$ cat src/include/alu_ops_defines.svh
// Register offsets, field positions and reset values for the execution unit
`ifndef ALU_OPS_DEFINES_SVH
`define ALU_OPS_DEFINES_SVH

// ****************************************************************
// Register byte offsets
// ****************************************************************
`define OFS_INSTR 12'h000
`define OFS_ACC 12'h004
`define OFS_STATUS 12'h008
`define OFS_WATCHDOG 12'h00C
`define OFS_DIR_BASE 12'h010
`define OFS_FILE_BASE 12'h200
`define FILE_WIN_TAG 3'h1

// ****************************************************************
// Field positions
// ****************************************************************
`define INSTR_DEST_BIT 8
`define INSTR_OP_LSB 12
`define ST_CARRY_BIT 0
`define ST_NIBBLE_BIT 1
`define ST_ZERO_BIT 2
`define ST_POWERDOWN_BIT 3
`define ST_EXPIRY_BIT 4
`define ST_SLEEP_BIT 5
`define ST_WAKE_BIT 7

// ****************************************************************
// Reset values and constants
// ****************************************************************
`define RST_DIRECTION 8'hFF
`define RST_POWERDOWN 1'h1
`define RST_EXPIRY 1'h1
`define DIR_OPERAND_FIRST 8'h05
`define WDOG_CLEAR 8'h00
`define RESP_OKAY 2'h0
`define RESP_SLVERR 2'h2

`endif

$ cat src/include/alu_ops_pkg.sv
// Types shared by the execution unit and its arithmetic core
package alu_ops_pkg;

  typedef enum logic [3:0] {
    OP_NONE = 4'h0,
    OP_LITERAL_MINUS_ACC = 4'h1,
    OP_FILE_MINUS_ACC = 4'h2,
    OP_FILE_MINUS_ACC_BORROW = 4'h3,
    OP_NIBBLE_EXCHANGE = 4'h4,
    OP_LITERAL_XOR_ACC = 4'h5,
    OP_FILE_XOR_ACC = 4'h6,
    OP_DIRECTION_LOAD = 4'h7,
    OP_SLEEP = 4'h8
  } opcode_t;

  typedef enum logic [4:0] {
    ST_IDLE = 5'h01,
    ST_Q1 = 5'h02,
    ST_Q2 = 5'h04,
    ST_Q3 = 5'h08,
    ST_Q4 = 5'h10
  } exec_state_t;

  // Operations that read the addressed file register
  function automatic logic isFileOp(input opcode_t op);
    return (op == OP_FILE_MINUS_ACC) || (op == OP_FILE_MINUS_ACC_BORROW) ||
           (op == OP_NIBBLE_EXCHANGE) || (op == OP_FILE_XOR_ACC);
  endfunction : isFileOp

endpackage : alu_ops_pkg

$ cat src/include/alu_link_if.sv
// Link between the sequencer and the arithmetic core
`timescale 1ns/1ps
`default_nettype none
interface alu_link_if;
  import alu_ops_pkg::*;
  opcode_t op;
  logic [7:0] acc;
  logic [7:0] operand;
  logic carryIn;
  logic [7:0] result;
  logic carryOut;
  logic nibbleOut;
  logic zeroOut;
  logic updCarry;
  logic updNibble;
  logic updZero;
  modport exec (output op, acc, operand, carryIn,
                input result, carryOut, nibbleOut, zeroOut, updCarry, updNibble, updZero);
  modport alu (input op, acc, operand, carryIn,
               output result, carryOut, nibbleOut, zeroOut, updCarry, updNibble, updZero);
endinterface : alu_link_if
`default_nettype wire

$ cat src/core/alu_exec_unit.sv
// Execution unit for subtract, exclusive-OR, swap, direction load and sleep
// Function
// - Literal minus accumulator: difference of literal and acc goes to acc.
// - Carry clear if acc above literal; nibble carry same on bits 3:0.
// - File minus accumulator: two's complement, updates carry, nibble carry, zero.
// - With borrow: also subtracts inverted carry; updates carry, nibble carry, zero.
// - Destination bit 0 writes accumulator, 1 writes the file register back.
// - Nibble exchange swaps halves of the file register; flags untouched.
// - Literal exclusive-OR into accumulator, only zero flag changes.
// - File exclusive-OR routed by destination bit, only zero flag changes.
// - Direction load copies acc to port A, B, C for operand 5, 6, 7.
// - Sleep clears the powerdown flag and sets the expiry flag.
// - Sleep clears watchdog counter to 00h and its prescaler.
// - After sleep updates, execution halts and the oscillator stops.
//
// Implementation choices: the register addresses and the AXI4-Lite interface to the registers.
`timescale 1ns/1ps
`default_nettype none
`include "alu_ops_defines.svh"
module alu_exec_unit #(
  parameter int FILE_DEPTH = 128,
  parameter int PRESCALE_W = 4
) (
  input wire logic clk,
  input wire logic reset,
  input wire logic [11:0] awaddr,
  input wire logic awvalid,
  output logic awready,
  input wire logic [31:0] wdata,
  input wire logic [3:0] wstrb,
  input wire logic wvalid,
  output logic wready,
  output logic [1:0] bresp,
  output logic bvalid,
  input wire logic bready,
  input wire logic [11:0] araddr,
  input wire logic arvalid,
  output logic arready,
  output logic [31:0] rdata,
  output logic [1:0] rresp,
  output logic rvalid,
  input wire logic rready,
  output logic [23:0] portDirection,
  output logic sleepMode,
  output logic oscRun
);
  import alu_ops_pkg::*;

  // ****************************************************************
  // State and registers
  // ****************************************************************
  exec_state_t state, next_state;
  opcode_t instrOp;
  logic instrDest;
  logic [7:0] instrArg;
  logic [7:0] acc;
  logic carry, nibbleCarry, zero, powerdown, expiry, sleeping;
  logic [7:0] watchdog;
  logic [PRESCALE_W-1:0] prescaler;
  logic [7:0] dirReg [3];
  logic [7:0] memRdata;
  logic memWe;
  logic [6:0] memWaddr, memRaddr;
  logic [7:0] memWdata;
  logic rdPending;
  logic [11:0] rdAddr;
  logic [31:0] readMux;

  alu_link_if link ();
  op_alu op_alu_inst (.link(link.alu));

  function automatic logic inFileWindow(input logic [11:0] a);
    return (a[11:9] == `FILE_WIN_TAG) && (a[1:0] == 2'h0);
  endfunction : inFileWindow

  // ****************************************************************
  // Bus write decode
  // ****************************************************************
  // Writes wait in idle so software never races an instruction in flight
  wire logic stIdle = (state == ST_IDLE);
  wire logic stQ3 = (state == ST_Q3);
  wire logic stQ4 = (state == ST_Q4);
  wire logic writeFire = awvalid && wvalid && !bvalid && stIdle;
  wire logic lane0 = wstrb[0];
  wire logic wrInstr = writeFire && (awaddr == `OFS_INSTR) && (wstrb[1:0] == 2'h3);
  wire logic wrAcc = writeFire && (awaddr == `OFS_ACC) && lane0;
  wire logic wrStatus = writeFire && (awaddr == `OFS_STATUS) && lane0;
  wire logic wrFile = writeFire && inFileWindow(awaddr) && lane0;
  wire logic [2:0] dirHitW;
  wire logic wrMapped = (awaddr == `OFS_INSTR) || (awaddr == `OFS_ACC) ||
                        (awaddr == `OFS_STATUS) || (awaddr == `OFS_WATCHDOG) ||
                        (|dirHitW) || inFileWindow(awaddr);
  // Sleeping core ignores new instructions until woken
  wire logic startExec = wrInstr && !sleeping;

  assign awready = writeFire;
  assign wready = writeFire;

  always_ff @(posedge clk) begin
    if (reset) begin
      bvalid <= 1'h0;
      bresp <= `RESP_OKAY;
    end else if (writeFire) begin
      bvalid <= 1'h1;
      bresp <= wrMapped ? `RESP_OKAY : `RESP_SLVERR;
    end else if (bready) begin
      bvalid <= 1'h0;
    end
  end

  // ****************************************************************
  // Instruction sequencer
  // ****************************************************************
  // Four clocks per instruction cycle: read, settle, execute, retire
  always_comb begin
    next_state = state;
    unique case (state)
      ST_IDLE: next_state = startExec ? ST_Q1 : ST_IDLE;
      ST_Q1: next_state = ST_Q2;
      ST_Q2: next_state = ST_Q3;
      ST_Q3: next_state = ST_Q4;
      ST_Q4: next_state = ST_IDLE;
      default: next_state = ST_IDLE;
    endcase
  end

  always_ff @(posedge clk) begin
    if (reset) begin
      state <= ST_IDLE;
      instrOp <= OP_NONE;
      instrDest <= 1'h0;
      instrArg <= 8'h00;
    end else begin
      state <= next_state;
      if (startExec) begin
        instrOp <= opcode_t'(wdata[`INSTR_OP_LSB +: 4]);
        instrDest <= wdata[`INSTR_DEST_BIT];
        instrArg <= wdata[7:0];
      end
    end
  end

  // ****************************************************************
  // Datapath and routing
  // ****************************************************************
  wire logic fileOp = isFileOp(instrOp);
  wire logic sleepExec = stQ3 && (instrOp == OP_SLEEP);
  wire logic accLoad = stQ3 && ((instrOp == OP_LITERAL_MINUS_ACC) ||
                       (instrOp == OP_LITERAL_XOR_ACC) || (fileOp && !instrDest));
  wire logic fileLoad = stQ3 && fileOp && instrDest;

  assign link.op = instrOp;
  assign link.acc = acc;
  assign link.operand = fileOp ? memRdata : instrArg;
  assign link.carryIn = carry;

  assign memWe = fileLoad || wrFile;
  assign memWaddr = fileLoad ? instrArg[6:0] : awaddr[8:2];
  assign memWdata = fileLoad ? link.result : wdata[7:0];
  assign memRaddr = stIdle ? araddr[8:2] : instrArg[6:0];

  file_reg_mem #(.WIDTH(8), .DEPTH(FILE_DEPTH), .AW(7)) file_reg_mem_inst (
    .clk(clk),
    .reset(reset),
    .writeEn(memWe),
    .writeAddr(memWaddr),
    .writeData(memWdata),
    .readAddr(memRaddr),
    .readData(memRdata)
  );

  always_ff @(posedge clk) begin
    if (reset) begin
      acc <= 8'h00;
    end else if (wrAcc) begin
      acc <= wdata[7:0];
    end else if (accLoad) begin
      acc <= link.result;
    end
  end

  always_ff @(posedge clk) begin
    if (reset) begin
      carry <= 1'h0;
      nibbleCarry <= 1'h0;
      zero <= 1'h0;
    end else if (wrStatus) begin
      carry <= wdata[`ST_CARRY_BIT];
      nibbleCarry <= wdata[`ST_NIBBLE_BIT];
      zero <= wdata[`ST_ZERO_BIT];
    end else if (stQ3) begin
      if (link.updCarry) carry <= link.carryOut;
      if (link.updNibble) nibbleCarry <= link.nibbleOut;
      if (link.updZero) zero <= link.zeroOut;
    end
  end

  // ****************************************************************
  // Direction registers
  // ****************************************************************
  genvar g;
  generate
    for (g = 0; g < 3; g++) begin : gDir
      assign dirHitW[g] = (awaddr == `OFS_DIR_BASE + 12'(4 * g));
      wire logic execHit = stQ3 && (instrOp == OP_DIRECTION_LOAD) &&
                           (instrArg == `DIR_OPERAND_FIRST + 8'(g));
      always_ff @(posedge clk) begin
        if (reset) begin
          dirReg[g] <= `RST_DIRECTION;
        end else if (execHit) begin
          dirReg[g] <= acc;
        end else if (writeFire && dirHitW[g] && lane0) begin
          dirReg[g] <= wdata[7:0];
        end
      end
      assign portDirection[8*g +: 8] = dirReg[g];
    end
  endgenerate

  // ****************************************************************
  // Sleep, power flags and watchdog
  // ****************************************************************
  always_ff @(posedge clk) begin
    if (reset) begin
      powerdown <= `RST_POWERDOWN;
      expiry <= `RST_EXPIRY;
      sleeping <= 1'h0;
    end else begin
      if (sleepExec) begin
        powerdown <= 1'h0;
        expiry <= 1'h1;
      end
      // Halt only once the flag and watchdog updates have landed
      if (stQ4 && (instrOp == OP_SLEEP)) begin
        sleeping <= 1'h1;
      end else if (wrStatus && wdata[`ST_WAKE_BIT]) begin
        sleeping <= 1'h0;
      end
    end
  end

  // Watchdog stands still with the oscillator during sleep
  always_ff @(posedge clk) begin
    if (reset || sleepExec) begin
      prescaler <= '0;
      watchdog <= `WDOG_CLEAR;
    end else if (!sleeping) begin
      prescaler <= prescaler + 1'h1;
      if (&prescaler) watchdog <= watchdog + 8'h01;
    end
  end

  assign sleepMode = sleeping;
  assign oscRun = !sleeping;

  // ****************************************************************
  // Bus read path
  // ****************************************************************
  // Uniform two-clock read latency hides the memory's registered output
  wire logic readFire = arvalid && !rvalid && !rdPending && stIdle;
  wire logic rdDir = (rdAddr[11:4] == 8'h01) && (rdAddr[3:2] != 2'h3) && (rdAddr[1:0] == 2'h0);
  wire logic [7:0] statusByte = {2'h0, sleeping, expiry, powerdown, zero, nibbleCarry, carry};
  wire logic rdMapped = (rdAddr == `OFS_INSTR) || (rdAddr == `OFS_ACC) ||
                        (rdAddr == `OFS_STATUS) || (rdAddr == `OFS_WATCHDOG) ||
                        rdDir || inFileWindow(rdAddr);
  assign arready = readFire;
  assign readMux = (rdAddr == `OFS_INSTR) ? {16'h0000, instrOp, 3'h0, instrDest, instrArg} :
                   (rdAddr == `OFS_ACC) ? {24'h000000, acc} :
                   (rdAddr == `OFS_STATUS) ? {24'h000000, statusByte} :
                   (rdAddr == `OFS_WATCHDOG) ? {24'h000000, watchdog} :
                   rdDir ? {24'h000000, dirReg[rdAddr[3:2]]} :
                   inFileWindow(rdAddr) ? {24'h000000, memRdata} : 32'h00000000;

  always_ff @(posedge clk) begin
    if (reset) begin
      rdPending <= 1'h0;
      rdAddr <= 12'h000;
      rvalid <= 1'h0;
      rdata <= 32'h00000000;
      rresp <= `RESP_OKAY;
    end else begin
      rdPending <= readFire;
      if (readFire) rdAddr <= araddr;
      if (rdPending) begin
        rvalid <= 1'h1;
        rdata <= readMux;
        rresp <= rdMapped ? `RESP_OKAY : `RESP_SLVERR;
      end else if (rready) begin
        rvalid <= 1'h0;
      end
    end
  end
endmodule : alu_exec_unit
`default_nettype wire

$ cat src/core/file_reg_mem.sv
// File register memory with registered read data
`timescale 1ns/1ps
`default_nettype none
module file_reg_mem #(
  parameter int WIDTH = 8,
  parameter int DEPTH = 128,
  parameter int AW = $clog2(DEPTH)
) (
  input wire logic clk,
  input wire logic reset,
  input wire logic writeEn,
  input wire logic [AW-1:0] writeAddr,
  input wire logic [WIDTH-1:0] writeData,
  input wire logic [AW-1:0] readAddr,
  output logic [WIDTH-1:0] readData
);
  // Contents are not cleared by reset, as in real data memory
  logic [WIDTH-1:0] store [DEPTH];

  always_ff @(posedge clk) begin
    if (writeEn) begin
      store[writeAddr] <= writeData;
    end
  end

  always_ff @(posedge clk) begin
    if (reset) begin
      readData <= '0;
    end else begin
      readData <= store[readAddr];
    end
  end
endmodule : file_reg_mem
`default_nettype wire

$ cat src/core/op_alu.sv
// Arithmetic core: subtract, exclusive-OR and nibble exchange
`timescale 1ns/1ps
`default_nettype none
module op_alu (
  alu_link_if.alu link
);
  import alu_ops_pkg::*;

  logic [7:0] invAcc;
  logic subCin;
  logic [8:0] subSum;
  logic [4:0] lowSum;
  logic isSub;
  logic isXor;

  // Borrow is the inverted carry, so carry itself is the add-in
  assign subCin = (link.op == OP_FILE_MINUS_ACC_BORROW) ? link.carryIn : 1'h1;
  assign invAcc = ~link.acc;
  // Two's complement subtract as operand plus inverted acc plus one
  assign subSum = {1'h0, link.operand} + {1'h0, invAcc} + {8'h00, subCin};
  assign lowSum = {1'h0, link.operand[3:0]} + {1'h0, invAcc[3:0]} + {4'h0, subCin};
  assign isSub = (link.op == OP_LITERAL_MINUS_ACC) || (link.op == OP_FILE_MINUS_ACC) ||
                 (link.op == OP_FILE_MINUS_ACC_BORROW);
  assign isXor = (link.op == OP_LITERAL_XOR_ACC) || (link.op == OP_FILE_XOR_ACC);

  assign link.result = isSub ? subSum[7:0] :
                       isXor ? (link.acc ^ link.operand) :
                       (link.op == OP_NIBBLE_EXCHANGE) ?
                         {link.operand[3:0], link.operand[7:4]} :
                       link.acc;
  assign link.carryOut = subSum[8];
  assign link.nibbleOut = lowSum[4];
  assign link.zeroOut = (link.result == 8'h00);
  assign link.updCarry = isSub;
  assign link.updNibble = isSub;
  assign link.updZero = isSub || isXor;
endmodule : op_alu
`default_nettype wire

$ cat config.mk
export PLATFORM = sky130hd
export DESIGN_NAME = alu_exec_unit
export DESIGN_NICKNAME = d
export VERILOG_FILES = /design/src/include/alu_ops_pkg.sv /design/src/include/alu_link_if.sv /design/src/core/alu_exec_unit.sv /design/src/core/file_reg_mem.sv /design/src/core/op_alu.sv
export VERILOG_INCLUDE_DIRS = /design/src /design/src/include
export SDC_FILE = /design/constraint.sdc
export NUM_CORES = 2
export LEC_CHECK = 0
export BUFFER_PORTS_ARGS = -buffer_cell sky130_fd_sc_hd__clkbuf_2
export CAP_MARGIN = 10
export CORE_MARGIN = 3
export CORE_UTILIZATION = 60
export CTS_BUF_LIST = sky130_fd_sc_hd__clkbuf_4 sky130_fd_sc_hd__clkbuf_8
export CTS_CLUSTER_SIZE = 14
export DETAILED_ROUTE_END_ITERATION = 7
export PLACE_DENSITY = 0.77
export REMOVE_ABC_BUFFERS = 1
export SLEW_MARGIN = 20
export SYNTH_ARGS = -nofsm -noshare
export SYNTH_HDL_FRONTEND = slang
export SYNTH_SLANG_ARGS = --single-unit
$ cat constraint.sdc
create_clock -name clk -period 18.3 [get_ports clk]
set_input_delay 3.66 -clock clk [delete_from_list [all_inputs] [get_ports clk]]
set_output_delay 3.66 -clock clk [all_outputs]
set_load 0.1 [all_outputs]
* Word level (Yosys, flattened, before mapping)
Memory sizes are Yosys's and may differ from the RTL's. A register that Yosys moved wholly into a read port is not among the register bits. Index checks and enable logic that the tools add are counted.
Word-level totals: register bits 94, bits in latches 0, RAM bits 1048, bits in read-only memories 0, input bits 67, word-level logic and storage cells 212, memories 2
Memory list:
- file_reg_mem_inst.store | depth 128, width 8, read ports 1, clocked after memory_dff 1, write ports 1, RTL line file_reg_mem.sv:18 | logic [WIDTH-1:0] store [DEPTH];
- dirReg | depth 3, width 8, read ports 4, clocked after memory_dff 1, write ports 3, RTL line alu_exec_unit.sv:60 | logic [7:0] dirReg [3];
Cells by class: $add $sub $neg 6, multiply operators 0, div/mod/pow operators 0, order comparisons 0, equal/unequal tests 30, shift-type cells 0, muxes and demuxes 68, bitwise gates (word level) 9, reduce and logical (&&, ||, !) cells 78
Operator list (count):
- $mux W8 | 18
- $eq A12 B4 Y1 const B | 4
- $mux W1 | 41
- $eq A12 B5 Y1 const B | 3
- $logic_and A1 B1 Y1 | 36
- $eq A12 B3 Y1 const B | 2
- $eq A8 B3 Y1 const B | 3
- $logic_not A12 Y1 | 2
- $logic_or A1 B1 Y1 | 21
- $pmux W5 S4 | 1
- $eq A4 B3 Y1 const B | 4
- $mux W16 | 1
- $mux W7 | 2
- $reduce_bool A2 Y1 | 7
- $mux W2 | 5
- $add A8 B8 Y9 | 1
- $add A9 B1 Y9 | 1
- $add A8 B1 Y8 const B | 1
- $eq A4 B2 Y1 const B | 2
- $eq A8 B1 Y1 const B | 1
- $logic_not A8 Y1 | 1
- $not A8 Y8 | 1
- $xor A8 B8 Y8 | 1
- $eq A3 B1 Y1 const B | 2
- other kinds (19) | 30

* Logic depth before layout (Yosys ltp)
depth in word-level cells 12, depth in mapped cells 15, gate-level depth less buffers 14

* Modules after synthesis
Synthesis repeated with hierarchy kept, for this count alone.
Second synthesis, totals: cell total of the unflattened synthesis 2733, area, all modules 46782.4 µm²
By module, submodules not included:
- file_reg_mem | instances 1, cells an instance 2037, area an instance 40545.1 µm², seq. area each 30909.6 µm²
- alu_exec_unit | instances 1, cells an instance 577, area an instance 5392.7 µm², seq. area each 2222.1 µm²
- op_alu | instances 1, cells an instance 119, area an instance 844.6 µm², seq. area each 0.0 µm²

* Worst setup path after synthesis
No wires, ideal clock.
path type register -> register, from reg instrOp[1], to mem file_reg_mem_inst.store[0][4] (data pin), setup time 1.197 ns, arrival time 7.950 ns, data required time 17.103 ns, setup slack 9.153 ns, cell stages (with the launch flop) 14, buffers on the path 1, cell sequence dfxtp_1 clkbuf_1 nand2b_1 a21oi_1 mux2_2 inv_1 fa_1 fa_1 nor2b_1 o21ai_0 nand2_1 nor3_1 a221o_1 o21ai_0
Between the ends: word-level cells in the longest chain between the ends 9
RTL lines:
- start: declaration | RTL line alu_exec_unit.sv:53 | opcode_t instrOp;
- start signal: assignment | RTL line alu_exec_unit.sv:136 | instrOp <= opcode_t'(wdata[`INSTR_OP_LSB +: 4]);
- $eq A4 B2 Y1, on equally long branches
- $logic_or A1 B1 Y1 (2 in a row) | RTL line alu_ops_pkg.sv:26 | return (op == OP_FILE_MINUS_ACC) || (op == OP_FILE_MINUS_ACC_BORROW) ||
- $logic_or A1 B1 Y1 | RTL line alu_ops_pkg.sv:27 | (op == OP_NIBBLE_EXCHANGE) || (op == OP_FILE_XOR_ACC);
- $mux W8 | RTL line alu_exec_unit.sv:154 | assign link.operand = fileOp ? memRdata : instrArg;
- $add A8 B8 Y9, or another cell as far along | RTL line op_alu.sv:20 | assign subSum = {1'h0, link.operand} + {1'h0, invAcc} + {8'h00, subCin};
- $add A9 B1 Y9 or $mux W8 (tied branches) | RTL line op_alu.sv:20, op_alu.sv:27
- $mux W8 | RTL line op_alu.sv:26 | assign link.result = isSub ? subSum[7:0] :
- $mux W8 (*) | RTL line alu_exec_unit.sv:159 | assign memWdata = fileLoad ? link.result : wdata[7:0];
- net file_reg_mem_inst.writeData[4] | RTL line file_reg_mem.sv:13 | input wire logic [WIDTH-1:0] writeData,
- end: declaration | RTL line file_reg_mem.sv:18
The timed path passes the listed nets; every way through them passes the cells marked *.

* Worst setup path in the final report
from in arvalid, to out arready
Between the ends: word-level cells in the longest chain between the ends 3
RTL lines:
- start: declaration | RTL line alu_exec_unit.sv:37 | input wire logic arvalid,
- $logic_and A1 B1 Y1 (3 in a row) | RTL line alu_exec_unit.sv:260 | wire logic readFire = arvalid && !rvalid && !rdPending && stIdle;
- end: declaration | RTL line alu_exec_unit.sv:38 | output logic arready,
Every way passes these cells.

==> run_results.csv <==
group,metric,value,unit
worst_setup_path,crit_top_cell,"clkbuf_2",
floorplanning,coreArea,78000,um^2
synthesis,synth_cell_types,89,
sta,clock_skew,0.0440,ns
placed_design,io_buffers,91,
pwr,vdd_drop_max,0.116,mV
cts,cts_buffers,173,
sta,fin_crit_sh,48.4,%
worst_setup_path,crit_slowest_cell,"clkbuf_2",
detailed_routing,wl,135000,um
synthesis,ys.flop_type,"edfxtp_1",
floorplanning,dieArea,82600,um^2
sta,finalCriticalPeriod,8.85,ns
worst_setup_path,start_kind,"input pin",
layout,nets,3591,
synthesis,synth_edf_count,1048,
detailed_routing,wire_per_inst,28.7,um
detailed_routing,first_pass_iters,8,
global_route,grt_max_degree,159,
outcome,violations,"DRC",
layout,area.growth.synth_to_final,10.3,%
detailed_routing,via_per_inst,6.82,
placed_design,dpl.cell_count,4376,
worst_setup_path,arrival,5.19,ns
synthesis,synth_most_common_cell,"edfxtp_1",
synthesis,syn_area,47500,um^2
worst_setup_path,path_cells,"clkbuf_2 > nand3_1 > inv_1 > clkbuf_2",
pwr,pwr_density_cell,101,nW/um^2
sta,fmax,113,MHz
cts,clk_path_buf_depth,3,
detailed_routing,num_vias,32000,
detailed_routing,drt_iter0_markers,4596,
detailed_routing,detail-route-antenna-nets,0,
worst_setup_path,crit_fanout,14,
pwr,p_leak,17.3,nW
layout,multi_input_area,13300,um^2
worst_setup_path,endpoint_kind,"primary output",
sta,drv_slew,0,
worst_setup_path,cp.required,14.64,ns
synthesis,synth_common_cells,"edfxtp_1 (1,048), nand2_1 (395), nor2_1 (215), mux2i_1 (176), clkbuf_1 (160)",
layout,final_cells,4699,
placed_design,place_hpwl,84100,um
global_route,overflow,0,
floorplanning,rows,102,
run,max-cap-violations,0,
layout,layout-drive-gt1-share,15.8,%
synthesis,synth-seq-area-share,69.7,%
worst_setup_path,max_stage_delay,0.54,ns
sta,whs,0.446,ns
global_route,grt_pass1_vias,31100,
sta,setup_viol_count_final,0,
cts,cts_tree,"yes",
cts,cts_root_buf,"clkbuf_8",
placed_design,place_congestion,0.989,
layout,regArea,33100,um^2
cts,clock-sinks,1131,
detailed_routing,drc_errors,3,
sta,hold_viol_final,0,
global_route,grt_pass1_wl,198000,um
synthesis,synth_cells,3428,
synthesis,synth_top_cell_area_share,66.2,%
floorplanning,start_util,60.9,%
cts,htreeDepth,4,
cts,ctsResizeCount,0,
cts,clk_pin_slew,0.06,ns
synthesis,yosysTopAreaCell,"edfxtp_1",
floorplanning,io_pins,134,
sta,tightestPinTransition,1.21,ns
global_route,antenna_found_initial,4,
worst_hold_path,min_path_type,"reg -> reg",
sta,maxSlewHeadroom,18.9,%
synthesis,synthArstFlopShare,0,%
synthesis,ys_seq_elements,1131,
cts,postCtsSetupRepairBufs,0,
synthesis,yosys_warnings,0,
sta,rsz0062_at_grt,"no",
sta,tns,0,ns
global_route,grt_usage,32.6,%
outcome,status,"finished with violations",
cts,cts_hold_buf,0,
synthesis,synthTopCellsByArea,"edfxtp_1 (66%), mux2i_1 (3.7%), dfxtp_1 (3.5%), nand2_1 (3.1%), mux4_2 (1.8%)",
floorplanning,dieWidth,287,um
pwr,power,5.28,mW
cts,clk_latency,0.85,ns
floorplanning,dieHeight,287,um
synthesis,syn_area_per_cell,13.9,um^2
layout,fill_cells,5214,
worst_setup_path,path_class,"in -> out",
## metrics by stage
stage          area [um^2]  setup slack [ns]  utilization, %
6_report             52400              9.45            67.2
5_1_grt              52400              9.40            67.1
4_1_cts              52300              9.50            67.1
3_5_place_dp         48800              9.51            62.6
3_3_place_gp         48800              9.53            62.6
2_1_floorplan        46300              1.26               -
## per-layer routing
metal / global-route usage [%] / part of all wire [%] / vias up
li1: - / - / 13400
met1: 43.5 / 36 / 15800
met2: 49.7 / 46 / 2376
met3: 9.21 / 13 / 458
met4: 15.8 / 5.2 / 4
met5: 0 / 0.025 / -
## cell type report
cell class | instances | share of cell area [%]
repair buffers | 159 | 1.91
diodes | 9 | 0.0430
inverters | 31 | 0.222
well taps | 1040 | 2.48
flip-flops and latches | 1131 | 63.3
clock inverters | 74 | 1.08
multi-input cells | 2016 | 25.4
clock buffers | 239 | 5.60
## power breakdown
group          total [mW]  internal, mW  switching (mW)
registers            2.84          2.83          0.0117
logic               0.318        0.0803           0.238
clock network        2.12          1.13           0.986
total                5.28          4.04            1.24
## sequential cells by signal (all words and copies together), names as in the netlist, 4 cells and up, named ones only
register,count
acc,8
file_reg_mem_inst.store,1024
rdata,13
prescaler,4
state,5
instrOp,4
instrArg,8
rdAddr,12
watchdog,8
file_reg_mem_inst.readData,8
dirReg,24
## cell usage in the layout (no fill, tap or decap), drive strengths merged, types with 30 or more instances in the layout
master and instances:
nand2b 36, and3 93, a311oi 36, inv 39, clkbuf 330, o21ai 115
nor3 41, a2111oi 30, a31oi 41, nand3 124, nand2 396, a21oi 110
edfxtp 1048, mux4 39, clkinv 58, mux2i 176, nor2 216, o22ai 32
dfxtp 83, a211oi 87, buf 68
## critical path: cells and delay by family
| kind | cells | cell delay (ns) |
|---|---|---|
| AND/OR/NAND/NOR | 1 | 0.39 |
| buffers and inverters | 3 | 1.14 |
## cell families (layout without fill, tap and decap cells)
family | after synthesis | after routing | synth area share (%)
AOI/OAI and AO/OA | 681 | 681 | 10.2
xor gates and xnor gates | 11 | 11 | 0.203
adders and majority gates | 12 | 12 | 0.348
buffers and inverters | 301 | 503 | 2.84
DFF | 1131 | 1131 | 69.7
muxes | 242 | 242 | 6.20
other | 1 | 30 | 0.00789
and+or+nand+nor | 1049 | 1049 | 10.5
## worst paths after layout
check / depth (start not counted) / slack, ns / end / from
setup reg to reg: 15 / 12.22 / file_reg_mem_inst.store[30][6] / instrOp[1]
hold / removal: 1 / 0.45 / powerdown / powerdown
setup / recovery: 4 / 9.45 / arready / arvalid
hold reg to reg: 1 / 0.45 / powerdown / powerdown
(Power assumes the default switching activity.)
